### src/hdl/tbc_pkg.sv
// constants of the type-b timer control block
package tbc_pkg;
	// ************************************************************
	// register indices (byte address = 4 * index)
	// ************************************************************
	localparam logic [3:0] IDX_CTRL_A = 4'h0;
	localparam logic [3:0] IDX_CTRL_B = 4'h1;
	localparam logic [3:0] IDX_EVENT = 4'h4;
	localparam logic [3:0] IDX_FLAGS = 4'h6;
	localparam logic [3:0] IDX_STATUS = 4'h7;
	localparam logic [3:0] IDX_COUNT = 4'hA;
	localparam logic [3:0] IDX_CAPTURE_COMPARE_VALUE = 4'hC;
	localparam logic [7:0] CTRL_RESET = 8'h00;
	localparam logic [7:0] CTRL_A_MASK = 8'h7F;
	localparam logic [7:0] CTRL_B_MASK = 8'h77;
	localparam logic [7:0] EVENT_MASK = 8'h51;
	// ************************************************************
	// field positions
	// ************************************************************
	localparam int A_ENABLE = 0;
	localparam int A_CLK_LO = 1;
	localparam int A_CLK_HI = 3;
	localparam int A_RESTART = 4;
	localparam int A_CHAIN = 5;
	localparam int A_STANDBY = 6;
	localparam int B_MODE_LO = 0;
	localparam int B_MODE_HI = 2;
	localparam int B_OUT_EN = 4;
	localparam int B_INIT = 5;
	localparam int B_IMMEDIATE = 6;
	localparam int E_CAPTURE_ON_EVENT_EN = 0;
	localparam int E_EDGE = 4;
	localparam int E_FILTER = 6;
	localparam int F_CAPTURE_ON_EVENT = 0;
	localparam int F_WRAP = 1;
	localparam int S_RUN = 0;
	// ************************************************************
	// clock source and mode codes
	// ************************************************************
	localparam logic [2:0] CLK_UNDIVIDED = 3'h0;
	localparam logic [2:0] CLK_HALF = 3'h1;
	localparam logic [2:0] CLK_TYPE_A_ZERO = 3'h2;
	localparam logic [2:0] CLK_TYPE_A_ONE = 3'h3;
	localparam logic [2:0] CLK_EVENT = 3'h7;
	localparam logic [2:0] MODE_PERIODIC = 3'h0;
	localparam logic [2:0] MODE_TIMEOUT = 3'h1;
	localparam logic [2:0] MODE_CAPTURE = 3'h2;
	localparam logic [2:0] MODE_FREQ = 3'h3;
	localparam logic [2:0] MODE_WIDTH = 3'h4;
	localparam logic [2:0] MODE_FREQ_WIDTH = 3'h5;
	localparam logic [2:0] MODE_SINGLE = 3'h6;
	localparam logic [2:0] MODE_BYTE_PWM = 3'h7;
	localparam logic [15:0] COUNT_MAX = 16'hFFFF;
	localparam logic [15:0] COUNT_ZERO = 16'h0000;
	// noise filter needs three equal samples after the first; this is the all-high history
	localparam logic [2:0] FILTER_ALL = 3'h7;
	localparam logic [2:0] FILTER_NONE = 3'h0;
	typedef enum logic [1:0] {TBC_FP_IDLE, TBC_FP_COUNT, TBC_FP_HOLD} tbc_fp_t;
endpackage

### src/hdl/tbc_timer.sv
// control, event actions and register slave of the type-b timer
//
// Chosen here: the Avalon-MM slave port.
`timescale 1ns/1ns
// Overview of operation
// - standby run bit keeps the timer working in standby sleep
// - chain bit on the upper timer joins two timers into 32 bits
// - with chain set the capture event is delayed one clock
// - restart bit restarts counter on the associated type-a restart
// - clock select: undivided, half, type-a zero/one, event edge
// - timer works only while enable bit is one
// - single shot output rises after sync start, or at once if immediate
// - initial level sets output start level, not in byte pwm or single
// - output enable lets the waveform drive the pin
// - mode field: periodic, timeout, capture, freq, width, both, single, pwm
// - filter bit enables noise cancellation on capture input
// - timeout start/stop per edge select; single shot start edges
// - periodic and byte pwm modes ignore capture events
// - capture mode captures on chosen edge; freq mode also restarts
// - width mode: one edge restarts, the other captures
// - freq plus width: restart, capture, then stop and flag
// - capture events act only while capture input enable is one
// - capture flag clears on write one or capture read in capture modes
// - byte pwm: low byte period, high byte duty
// - wrap flag sets when counter wraps from max to zero
module tbc_timer (
	input wire logic ref_clk,
	input wire logic rst,
	input wire logic [5:0] avs_address,
	input wire logic avs_read,
	input wire logic avs_write,
	input wire logic [3:0] avs_byteenable,
	input wire logic [31:0] avs_writedata,
	output logic [31:0] avs_readdata,
	output logic avs_waitrequest,
	input wire logic standby_sleep,
	input wire logic capture_event,
	input wire logic count_event,
	input wire logic type_a_timer_zero_tick,
	input wire logic type_a_timer_one_tick,
	input wire logic type_a_timer_zero_restart,
	input wire logic type_a_timer_one_restart,
	output logic wave_out,
	output logic wave_oe_n
);
	logic [7:0] ctrl_a_r;
	logic [7:0] ctrl_b_r;
	logic [7:0] event_r;
	logic [15:0] count_r;
	logic [15:0] capture_compare_value_r;
	logic run_r;
	logic capture_on_event_flag_r;
	logic wrap_flag_r;
	logic wait_r;
	logic [31:0] rdata_r;
	logic wave_r;
	logic oe_n_r;
	logic half_r;
	logic count_prev_r;
	logic [2:0] hist_r;
	logic filt_r;
	logic dly_r;
	logic prev_r;
	tbc_pkg::tbc_fp_t fp_r;
	logic [2:0] mode;
	logic [2:0] clk_sel;
	logic active;
	logic tick;
	logic step;
	logic sync_restart;
	logic lvl_a;
	logic lvl_b;
	logic pos;
	logic neg;
	logic ev_first;
	logic ev_other;
	logic trig;
	logic take;
	logic wr;
	logic [3:0] idx;

	// modes that load the capture register from events
	function automatic logic is_capture(input logic [2:0] m);
		is_capture = (m >= tbc_pkg::MODE_CAPTURE) && (m <= tbc_pkg::MODE_FREQ_WIDTH);
	endfunction

	// modes that force their own output level
	function automatic logic own_level(input logic [2:0] m);
		own_level = (m == tbc_pkg::MODE_SINGLE) || (m == tbc_pkg::MODE_BYTE_PWM);
	endfunction

	// ************************************************************
	// avalon slave
	// ************************************************************
	assign take = (avs_read || avs_write) && !wait_r;
	assign wr = avs_write && !wait_r;
	assign idx = avs_address[5:2];

	// one wait cycle per access; read data ready when wait drops
	always_ff @(posedge ref_clk or posedge rst) begin
		if (rst) begin
			wait_r <= 1'b1;
		end else begin
			wait_r <= !((avs_read || avs_write) && wait_r);
		end
	end

	// read mux, unmapped words read zero
	always_ff @(posedge ref_clk or posedge rst) begin
		if (rst) begin
			rdata_r <= 32'h00000000;
		end else if (avs_read && wait_r) begin
			case (idx)
				tbc_pkg::IDX_CTRL_A: rdata_r <= {24'h000000, ctrl_a_r};
				tbc_pkg::IDX_CTRL_B: rdata_r <= {24'h000000, ctrl_b_r};
				tbc_pkg::IDX_EVENT: rdata_r <= {24'h000000, event_r};
				tbc_pkg::IDX_FLAGS: rdata_r <= {30'h0, wrap_flag_r, capture_on_event_flag_r};
				tbc_pkg::IDX_STATUS: rdata_r <= {31'h0, run_r};
				tbc_pkg::IDX_COUNT: rdata_r <= {16'h0000, count_r};
				tbc_pkg::IDX_CAPTURE_COMPARE_VALUE: rdata_r <= {16'h0000, capture_compare_value_r};
				default: rdata_r <= 32'h00000000;
			endcase
		end
	end

	// control registers, reserved bits masked to zero
	always_ff @(posedge ref_clk or posedge rst) begin
		if (rst) begin
			ctrl_a_r <= tbc_pkg::CTRL_RESET;
			ctrl_b_r <= tbc_pkg::CTRL_RESET;
			event_r <= tbc_pkg::CTRL_RESET;
		end else if (wr && avs_byteenable[0]) begin
			if (idx == tbc_pkg::IDX_CTRL_A)
				ctrl_a_r <= avs_writedata[7:0] & tbc_pkg::CTRL_A_MASK;
			if (idx == tbc_pkg::IDX_CTRL_B)
				ctrl_b_r <= avs_writedata[7:0] & tbc_pkg::CTRL_B_MASK;
			if (idx == tbc_pkg::IDX_EVENT)
				event_r <= avs_writedata[7:0] & tbc_pkg::EVENT_MASK;
		end
	end

	// ************************************************************
	// clocking and enable
	// ************************************************************
	assign mode = ctrl_b_r[tbc_pkg::B_MODE_HI:tbc_pkg::B_MODE_LO];
	assign clk_sel = ctrl_a_r[tbc_pkg::A_CLK_HI:tbc_pkg::A_CLK_LO];
	assign active = ctrl_a_r[tbc_pkg::A_ENABLE]
		&& (!standby_sleep || ctrl_a_r[tbc_pkg::A_STANDBY]);

	// half-rate prescaler and count event edge history
	always_ff @(posedge ref_clk or posedge rst) begin
		if (rst) begin
			half_r <= 1'b0;
			count_prev_r <= 1'b0;
		end else begin
			half_r <= active && !half_r;
			count_prev_r <= count_event;
		end
	end

	// count tick; reserved codes give none so the count freezes
	always_comb begin
		case (clk_sel)
			tbc_pkg::CLK_UNDIVIDED: tick = 1'b1;
			tbc_pkg::CLK_HALF: tick = half_r;
			tbc_pkg::CLK_TYPE_A_ZERO: tick = type_a_timer_zero_tick;
			tbc_pkg::CLK_TYPE_A_ONE: tick = type_a_timer_one_tick;
			tbc_pkg::CLK_EVENT: tick = count_event && !count_prev_r;
			default: tick = 1'b0;
		endcase
	end

	// restart follows the clock-source type-a timer, else timer zero
	assign sync_restart = active && ctrl_a_r[tbc_pkg::A_RESTART]
		&& ((clk_sel == tbc_pkg::CLK_TYPE_A_ONE) ? type_a_timer_one_restart
		: type_a_timer_zero_restart);
	assign step = active && run_r && tick;

	// ************************************************************
	// capture event path
	// ************************************************************
	// filter: level only moves after four equal samples
	always_ff @(posedge ref_clk or posedge rst) begin
		if (rst) begin
			hist_r <= tbc_pkg::FILTER_NONE;
			filt_r <= 1'b0;
			dly_r <= 1'b0;
			prev_r <= 1'b0;
		end else begin
			hist_r <= {hist_r[1:0], capture_event};
			if ((capture_event && hist_r == tbc_pkg::FILTER_ALL)
				|| (!capture_event && hist_r == tbc_pkg::FILTER_NONE))
				filt_r <= capture_event;
			dly_r <= lvl_a;
			prev_r <= lvl_b;
		end
	end

	assign lvl_a = event_r[tbc_pkg::E_FILTER] ? filt_r : capture_event;
	// lower timer's carry arrives a cycle late through the event network
	assign lvl_b = ctrl_a_r[tbc_pkg::A_CHAIN] ? dly_r : lvl_a;
	assign pos = lvl_b && !prev_r;
	assign neg = !lvl_b && prev_r;
	assign ev_first = active && event_r[tbc_pkg::E_CAPTURE_ON_EVENT_EN]
		&& (event_r[tbc_pkg::E_EDGE] ? neg : pos);
	assign ev_other = active && event_r[tbc_pkg::E_CAPTURE_ON_EVENT_EN]
		&& (event_r[tbc_pkg::E_EDGE] ? pos : neg);
	// edge select one in single shot starts on either edge
	assign trig = ev_first || (event_r[tbc_pkg::E_EDGE] && ev_other);

	// ************************************************************
	// counter, capture and flags
	// ************************************************************
	// later assignments win: flag clears, then count, events, disable, restart, bus writes
	always_ff @(posedge ref_clk or posedge rst) begin
		if (rst) begin
			count_r <= tbc_pkg::COUNT_ZERO;
			capture_compare_value_r <= tbc_pkg::COUNT_ZERO;
			run_r <= 1'b0;
			capture_on_event_flag_r <= 1'b0;
			wrap_flag_r <= 1'b0;
			fp_r <= tbc_pkg::TBC_FP_IDLE;
		end else begin
			// flag clears first so a same-cycle set still lands
			if (wr && avs_byteenable[0] && idx == tbc_pkg::IDX_FLAGS) begin
				if (avs_writedata[tbc_pkg::F_CAPTURE_ON_EVENT])
					capture_on_event_flag_r <= 1'b0;
				if (avs_writedata[tbc_pkg::F_WRAP])
					wrap_flag_r <= 1'b0;
			end
			if (take && avs_read && idx == tbc_pkg::IDX_CAPTURE_COMPARE_VALUE && is_capture(mode))
				capture_on_event_flag_r <= 1'b0;
			if (step) begin
				count_r <= count_r + 16'h0001;
				if (count_r == tbc_pkg::COUNT_MAX)
					wrap_flag_r <= 1'b1;
			end
			case (mode)
				tbc_pkg::MODE_PERIODIC: begin
					run_r <= active;
					if (step && count_r == capture_compare_value_r) begin
						count_r <= tbc_pkg::COUNT_ZERO;
						capture_on_event_flag_r <= 1'b1;
					end
				end
				tbc_pkg::MODE_TIMEOUT: begin
					if (ev_first)
						run_r <= 1'b1;
					if (ev_other)
						run_r <= 1'b0;
					if (step && count_r == capture_compare_value_r) begin
						count_r <= tbc_pkg::COUNT_ZERO;
						capture_on_event_flag_r <= 1'b1;
					end
				end
				tbc_pkg::MODE_CAPTURE: begin
					run_r <= active;
					if (ev_first) begin
						capture_compare_value_r <= count_r;
						capture_on_event_flag_r <= 1'b1;
					end
				end
				tbc_pkg::MODE_FREQ: begin
					run_r <= active;
					if (ev_first) begin
						capture_compare_value_r <= count_r;
						count_r <= tbc_pkg::COUNT_ZERO;
						capture_on_event_flag_r <= 1'b1;
					end
				end
				tbc_pkg::MODE_WIDTH: begin
					run_r <= active;
					if (ev_first)
						count_r <= tbc_pkg::COUNT_ZERO;
					if (ev_other) begin
						capture_compare_value_r <= count_r;
						capture_on_event_flag_r <= 1'b1;
					end
				end
				tbc_pkg::MODE_FREQ_WIDTH: begin
					case (fp_r)
						tbc_pkg::TBC_FP_IDLE: begin
							if (ev_first) begin
								count_r <= tbc_pkg::COUNT_ZERO;
								run_r <= 1'b1;
								fp_r <= tbc_pkg::TBC_FP_COUNT;
							end
						end
						tbc_pkg::TBC_FP_COUNT: begin
							if (ev_other) begin
								capture_compare_value_r <= count_r;
								fp_r <= tbc_pkg::TBC_FP_HOLD;
							end
						end
						tbc_pkg::TBC_FP_HOLD: begin
							if (ev_first) begin
								run_r <= 1'b0;
								capture_on_event_flag_r <= 1'b1;
								fp_r <= tbc_pkg::TBC_FP_IDLE;
							end
						end
						default: fp_r <= tbc_pkg::TBC_FP_IDLE;
					endcase
				end
				tbc_pkg::MODE_SINGLE: begin
					if (trig && !run_r) begin
						run_r <= 1'b1;
						count_r <= tbc_pkg::COUNT_ZERO;
					end else if (step && count_r == capture_compare_value_r) begin
						run_r <= 1'b0;
						count_r <= tbc_pkg::COUNT_ZERO;
						capture_on_event_flag_r <= 1'b1;
					end
				end
				tbc_pkg::MODE_BYTE_PWM: begin
					run_r <= active;
					if (step && count_r[7:0] == capture_compare_value_r[7:0])
						count_r <= tbc_pkg::COUNT_ZERO;
					if (step && count_r[7:0] == capture_compare_value_r[15:8])
						capture_on_event_flag_r <= 1'b1;
				end
				default: run_r <= 1'b0;
			endcase
			if (!active) begin
				run_r <= 1'b0;
				fp_r <= tbc_pkg::TBC_FP_IDLE;
			end
			if (sync_restart)
				count_r <= tbc_pkg::COUNT_ZERO;
			// count and compare writes take priority over hardware updates
			if (wr && idx == tbc_pkg::IDX_COUNT) begin
				if (avs_byteenable[0])
					count_r[7:0] <= avs_writedata[7:0];
				if (avs_byteenable[1])
					count_r[15:8] <= avs_writedata[15:8];
			end
			if (wr && idx == tbc_pkg::IDX_CAPTURE_COMPARE_VALUE) begin
				if (avs_byteenable[0])
					capture_compare_value_r[7:0] <= avs_writedata[7:0];
				if (avs_byteenable[1])
					capture_compare_value_r[15:8] <= avs_writedata[15:8];
			end
		end
	end

	// ************************************************************
	// waveform output
	// ************************************************************
	// sync start shows one cycle after run; immediate mode shows at the edge
	always_ff @(posedge ref_clk or posedge rst) begin
		if (rst) begin
			wave_r <= 1'b0;
			oe_n_r <= 1'b1;
		end else begin
			oe_n_r <= !ctrl_b_r[tbc_pkg::B_OUT_EN];
			if (!active) begin
				wave_r <= own_level(mode) ? 1'b0 : ctrl_b_r[tbc_pkg::B_INIT];
			end else if (mode == tbc_pkg::MODE_SINGLE) begin
				wave_r <= run_r || (ctrl_b_r[tbc_pkg::B_IMMEDIATE] && trig);
			end else if (mode == tbc_pkg::MODE_BYTE_PWM) begin
				wave_r <= count_r[7:0] < capture_compare_value_r[15:8];
			end
		end
	end

	assign avs_readdata = rdata_r;
	assign avs_waitrequest = wait_r;
	assign wave_out = wave_r;
	assign wave_oe_n = oe_n_r;
endmodule // tbc_timer

### config.mk
export PLATFORM = sky130hd
export DESIGN_NAME = tbc_timer
export DESIGN_NICKNAME = d
export VERILOG_FILES = /design/src/hdl/tbc_pkg.sv /design/src/hdl/tbc_timer.sv
export SDC_FILE = /design/constraint.sdc
export NUM_CORES = 1
export LEC_CHECK = 0
export BUFFER_PORTS_ARGS = -buffer_cell sky130_fd_sc_hd__buf_4
export CAP_MARGIN = 20
export CORE_MARGIN = 2
export CORE_UTILIZATION = 62
export DETAILED_ROUTE_END_ITERATION = 16
export PLACE_DENSITY = 0.87
export SLEW_MARGIN = 20
export SYNTH_ARGS = -nofsm -noshare
export SYNTH_HDL_FRONTEND = slang
export SYNTH_SLANG_ARGS = --single-unit
### constraint.sdc
create_clock -name ref_clk -period 4.47 [get_ports ref_clk]
set_input_delay 0.447 -clock ref_clk [delete_from_list [all_inputs] [get_ports ref_clk]]
set_output_delay 0.447 -clock ref_clk [all_outputs]
set_load 0.02 [all_outputs]
# Word level (Yosys, flattened, before mapping)
# Index checks and enable logic that the tools add are counted.
# word_totals
in_bits,53
wordCells,174
reg_bits,96
# classes
eq_ne,32
reduce_logical,62
n_addsub,1
muxes,57
order_cmp,3
# ops
operator,count
two-way mux 16 bit,12
case mux 16 bit (7 select lines),1
case mux 16 bit (5 select lines),1
case mux 16 bit (3 select lines),1
logical AND 1 bit,32
two-way mux 8 bit,4
two-way mux 1 bit,28
== test 3 bit (second input constant),6
adder 16 x 1 -> 16 bit (second input constant),1
== test 16 bit,1
== test 16 bit (second input constant),1
== test 8 bit,2
== test 3 x 2 -> 1 bit (second input constant),4
== test 4 x 3 -> 1 bit (second input constant),3
zero test 1 bit,10
two-way mux 2 bit,5
zero test 3 bit,3
!= test 3 bit (second input constant),3
== test 4 bit (second input constant),2
< comparator 8 bit,1
!= test 4 bit (second input constant),2
== test 3 x 1 -> 1 bit (second input constant),2
logical OR 1 bit,6
case mux 1 bit (6 select lines),1
other kinds (19),23

# Logic depth before layout (Yosys ltp)
# logic_depth
word_depth,14
depth_mapped,10
ltp_nobuf,8

# Worst setup path before layout
# OpenSTA, ideal clock, no wires.
# synth_timing
kind,reg2reg
from,register ctrl_b_r[1]
to,register count_r[10]
path_slack_ns,2.239
path_stages_with_launch,11
period_less_slack_ns,2.231
arrival_ns,2.165
required_time_ns,4.404
setup_ns,0.066
cell_sequence,dfrtp_1 clkbuf_1 inv_1 ha_1 or2_2 a21oi_1 a221oi_1 a211o_1 o221ai_2 buf_6 a31o_1
# synth_between
elab_chain_len,6
word_cells_on_any_way,13
cone_classes,6 x eq/ne; 4 x mux; 3 x reduce/logical
# synth_rtl
element,line_no,rtl
from (decl),tbc_timer.sv:47,logic [7:0] ctrl_b_r;
from (signal assigned),tbc_timer.sv:130,ctrl_b_r <= tbc_pkg::CTRL_RESET;
from (signal assigned),tbc_timer.sv:136,ctrl_b_r <= avs_writedata[7:0] & tbc_pkg::CTRL_B_MASK;
== test 3 bit (tied with other cells),tbc_timer.sv:238,case (mode)
OR reduction 2 bit (no source line),n/a,
case mux 16 bit (5 select lines) (*),tbc_timer.sv:238,
two-way mux 16 bit (*),tbc_timer.sv:328,if (sync_restart)
two-way mux 8 bit,tbc_timer.sv:334,if (avs_byteenable[1])
two-way mux 16 bit (*),tbc_timer.sv:331,if (wr && idx == tbc_pkg::IDX_COUNT) begin
to (signal assigned),tbc_timer.sv:242,count_r <= tbc_pkg::COUNT_ZERO;
to (signal assigned),tbc_timer.sv:329,count_r <= tbc_pkg::COUNT_ZERO;
to (signal assigned),tbc_timer.sv:335,count_r[15:8] <= avs_writedata[15:8];
to (decl),tbc_timer.sv:49,logic [15:0] count_r;
# Every way passes the cells marked *; elsewhere a longest branch is shown, timed or not.
# A chain may end at the register's enable or synchronous reset.

# Final worst setup path
# layout_timing
from,register ctrl_a_r[2]
to,register count_r[15]
# layout_between
elab_chain_len,10
word_cells_on_any_way,21
cone_classes,4 x eq/ne; 12 x mux; 5 x reduce/logical
# layout_rtl
element,line_no,rtl
from (decl),tbc_timer.sv:46,logic [7:0] ctrl_a_r;
from (signal assigned),tbc_timer.sv:129,ctrl_a_r <= tbc_pkg::CTRL_RESET;
from (signal assigned),tbc_timer.sv:134,ctrl_a_r <= avs_writedata[7:0] & tbc_pkg::CTRL_A_MASK;
== test 3 bit (tied with other cells),tbc_timer.sv:163,case (clk_sel)
case mux 1 bit (5 select lines),tbc_timer.sv:163,
logical AND 1 bit,tbc_timer.sv:177,assign step = active && run_r && tick;
two-way mux 16 bit / logical AND 1 bit (equally long branches),n/a,
two-way mux 16 bit (on tied branches),n/a,
two-way mux 16 bit (on tied branches),"tbc_timer.sv:306, tbc_timer.sv:281",
case mux 16 bit (5 select lines),tbc_timer.sv:238,
two-way mux 16 bit (*),tbc_timer.sv:328,
two-way mux 8 bit,tbc_timer.sv:334,
two-way mux 16 bit (*),tbc_timer.sv:331,
# Marked as above.

==> flow_summary_export.csv <==
group,metric,value,unit
worst_hold_path,worstHoldPathType,"input port to async pin",
floorplanning,std_cell_rows,34,
critical_path,worst_r2r_endpoint,"count_r[15]",
routing,drcViolationCount,0,
grt,grt_antenna_before_repair,0,
synthesis,synth_top_area_share,0.356,
timing,rsz0062_at_grt,"no",
timing,layout_worst_path_cycle_share,0.665,
power_and_ir_drop,ir_worst_vdd,0.363,mV
critical_path,cells_along_the_critical_path,"nand2b_1, a31oi_1, o21ai_2, o221ai_1, o221ai_2, a31o_2",
grt,globalRoute.totalOverflow,0,
routing,drtIter0Drc,732,
synthesis,async_flop_share,1.00,
synthesis,ys_seq_elements,80,
critical_path,critical_path_arrival,3270,ps
synthesis,synth_top_flop_cell,"dfrtp_1",
critical_path,critical_path_peak_fanout,22,
synthesis,syn-cell-area,5480,um2
timing,setup_tns,0,ps
critical_path,cp_data_required_time,4770,ps
critical_path,rr_startpoint,"ctrl_a_r[2]",
synthesis,synth-edff-count,0,
clocking,cts_root_buffer,"clkbuf_8",
critical_path,worst-r2r-cell-count,6,
grt,pin_count_of_the_biggest_net_entering_global_routing,45,
routing,number_of_detailed_routing_iterations_run_before_antenna_repair,6,
critical_path,max_stage_delay,810,ps
timing,maxSlewHeadroom,0.318,
grt,number_of_global_route_vias_before_repair,4773,
floorplanning,dieArea,9600,um2
placement,io_buffers,51,
placement,routabilityCongestion,0.991,
layout,final_cell_count_no_fill,756,
floorplanning,floorplan.initialDensity,0.634,
routing,ant_nets,0,
clocking,post_cts_gate_resize_count,0,
floorplanning,io-pin-count,88,
grt,global_route_wire_length_before_repair,26.0,mm
job,max_cap_viols,0,
timing,setup_violations,0,
synthesis,synth.yosys.seq_area_share,0.366,
clocking,htreeDepth,3,
timing,tightestPinTransition,1020,ps
layout,drive_gt1_frac,0.171,
power_and_ir_drop,total_leakage_power,2.73,nW
critical_path,startpoint_type,"register",
routing,detailed_route_wire_length_per_cell,21.5,um
timing,max_freq,337,MHz
clocking,cts_made_buffers,9,
timing,hold_viol_final,0,
clocking,cts_num_sinks,80,
critical_path,worstPathBufferInverterCount,0,
placement,number_of_cells_after_detailed_placement,740,
floorplanning,core_region,8640,um2
synthesis,synthCells,615,
synthesis,post-synth-top-area-cell,"dfrtp_1",
critical_path,critical-path-slowest-cell,"o221ai_2",
layout,area.growth.synth_to_final,10.3,%
routing,route.detailed.vias_per_inst,6.85,
floorplanning,die_h,98.0,um
layout,final_nets,708,
grt,track_usage,0.344,
outcome,status,"finished, final reports clean",
clocking,clk_transition_reported_paths,100,ps
clocking,postCtsSetupBuffers,0,
clocking,cts_tree,"yes",
critical_path,setup.worst_path.end_class,"register",
critical_path,r2r_setup_slack,1500,ps
routing,drt-total-wl,16.3,mm
layout,diodes,0,
synthesis,yosys_warnings,0,
power_and_ir_drop,power_density,384,nW/um2
clocking,clock_latency_reported_for_the_late_side_of_the_worst_skew_pair,360,ps
timing,fin_skew,14.5,ps
timing,final_slew_violations,0,
synthesis,netlist-cell-type-count,77,
critical_path,worstSetupPathType,"register to register",
floorplanning,die_x,98.0,um
synthesis,synth_area_per_cell,8.91,um2
clocking,cts_hold_buf,0,
routing,via_count,5176,
critical_path,worst_path_dominant_cell_family,"compound AO/OA/AOI/OAI gates",
placement,hpwlAfterDp,11.7,mm
timing,timing.final.crit_period,2970,ps
clocking,clock_tree.buffer_depth,2,
synthesis,ys_top_cells_by_area,"dfrtp_1 (36%), o21ai_0 (4.0%), xor2_1 (4.0%)",
==> Yosys cell counts (3+ instances only) <==
cell and instances:
buf_4 17, xnor2_1 5, o21a_1 4, a22oi_1 14
nand2b_1 6, dfrtp_1 78, a221oi_1 8, a31oi_1 10
a21oi_1 24, a222oi_1 3, a32oi_1 6, clkbuf_1 31
ha_1 12, mux2i_1 7, o22ai_1 5, and2_1 7
nor2_1 41, xor2_1 25, nand4_1 13, a211o_1 3
nor4_1 10, buf_2 4, o211ai_1 11, a21o_1 4
nand3b_1 5, nor2b_1 3, a22o_1 6, inv_1 27
nand3_1 13, o21ai_0 44, a31o_1 10, o31ai_1 3
mux2_2 14, a211oi_1 4, and3_1 18, nor3_1 17
nand2_1 53
==> cells by family after synthesis <==
group                      after synthesis  synth area share
muxes                                   22            0.0457
adders and majority gates               12            0.0274
and+or+nand+nor                        204             0.191
AOI/OAI and AO/OA                      184             0.251
DFF                                     80             0.366
other                                    1          0.000685
xor gates and xnor gates                30            0.0480
buffers and inverters                   82            0.0701
==> per-layer routing <==
| layer | track usage | share of wire | vias up |
|---|---|---|---|
| met5 | 0 | 0 | - |
| met4 | 0.112 | 0.030 | 0 |
| met3 | 0.0544 | 0.11 | 57 |
| met2 | 0.494 | 0.43 | 344 |
| met1 | 0.533 | 0.43 | 2475 |
| li1 | - | - | 2300 |
==> per-stage QoR <==
| step | utilization | hold slack (ps) | worst slack [ps] | total power, mW | instance area [um2] |
|---|---|---|---|---|---|
| after floorplan | - | 368 | 1970 | 1.47 | 5530 |
| after global placement | 0.673 | 379 | 1590 | 1.65 | 5820 |
| after detailed placement | 0.673 | 387 | 1520 | 1.68 | 5820 |
| after CTS | 0.700 | 202 | 1530 | 2.30 | 6040 |
| after global routing | 0.700 | 198 | 1290 | 2.43 | 6040 |
| final | 0.700 | 189 | 1500 | 2.32 | 6040 |
==> cell type report <==
class	instances	area [um2]
clock inverter	7	103
multi-input combinational	468	3150
fill	697	2590
timing repair buffer	57	428
sequential	80	2000
clock buffer	9	124
tap	108	135
inverter	27	103
==> placed cells by master, fill, tap and decap left out, drive strengths merged, types with 6 or more instances in the layout <==
cell type  instances
nor4              10
nor2              41
mux2              14
buf               57
and2               7
mux2i              8
xor2              25
a32oi              6
a31oi             11
conb              16
a21oi             24
nand3             13
a221oi            10
inv               29
clkbuf             9
nor3              18
dfrtp             78
o21ai             45
ha                12
o211ai            12
nand2b             6
a22o               6
a31o              11
a22oi             15
and3              18
nand4             13
nand2             54
==> worst max path at each step <==
stage | from | endpoint | cells past startpoint
floorplan | rst | avs_readdata[0] | 1
global route | ctrl_a_r[3] | count_r[15] | 6
CTS | ctrl_a_r[2] | count_r[15] | 6
detailed placement | count_event | count_r[15] | 7
global placement | type_a_timer_one_tick | count_r[15] | 7
finish | ctrl_a_r[2] | count_r[15] | 6
==> registers in the layout, summed over array words and instances (netlist names), 2 cells and up <==
register,count
ctrl_a_r,7
fp_r,2
count_r,16
hist_r,3
avs_readdata,16
event_r,3
ctrl_b_r,6
capture_compare_value_r,16
==> worst reg2reg max path: cells and delay by family, from the launching register on <==
kind / cells / cell delay, ps
flops: 1 / 490
simple gates: 1 / 140
compound gates: 5 / 2260
==> report_power, final <==
part           internal [mW]  switching [mW]  leakage, nW
combinational          0.280           0.433         1.55
clock                  0.323           0.308        0.116
sequential             0.809           0.170         1.06
(Power assumes the default switching activity.)
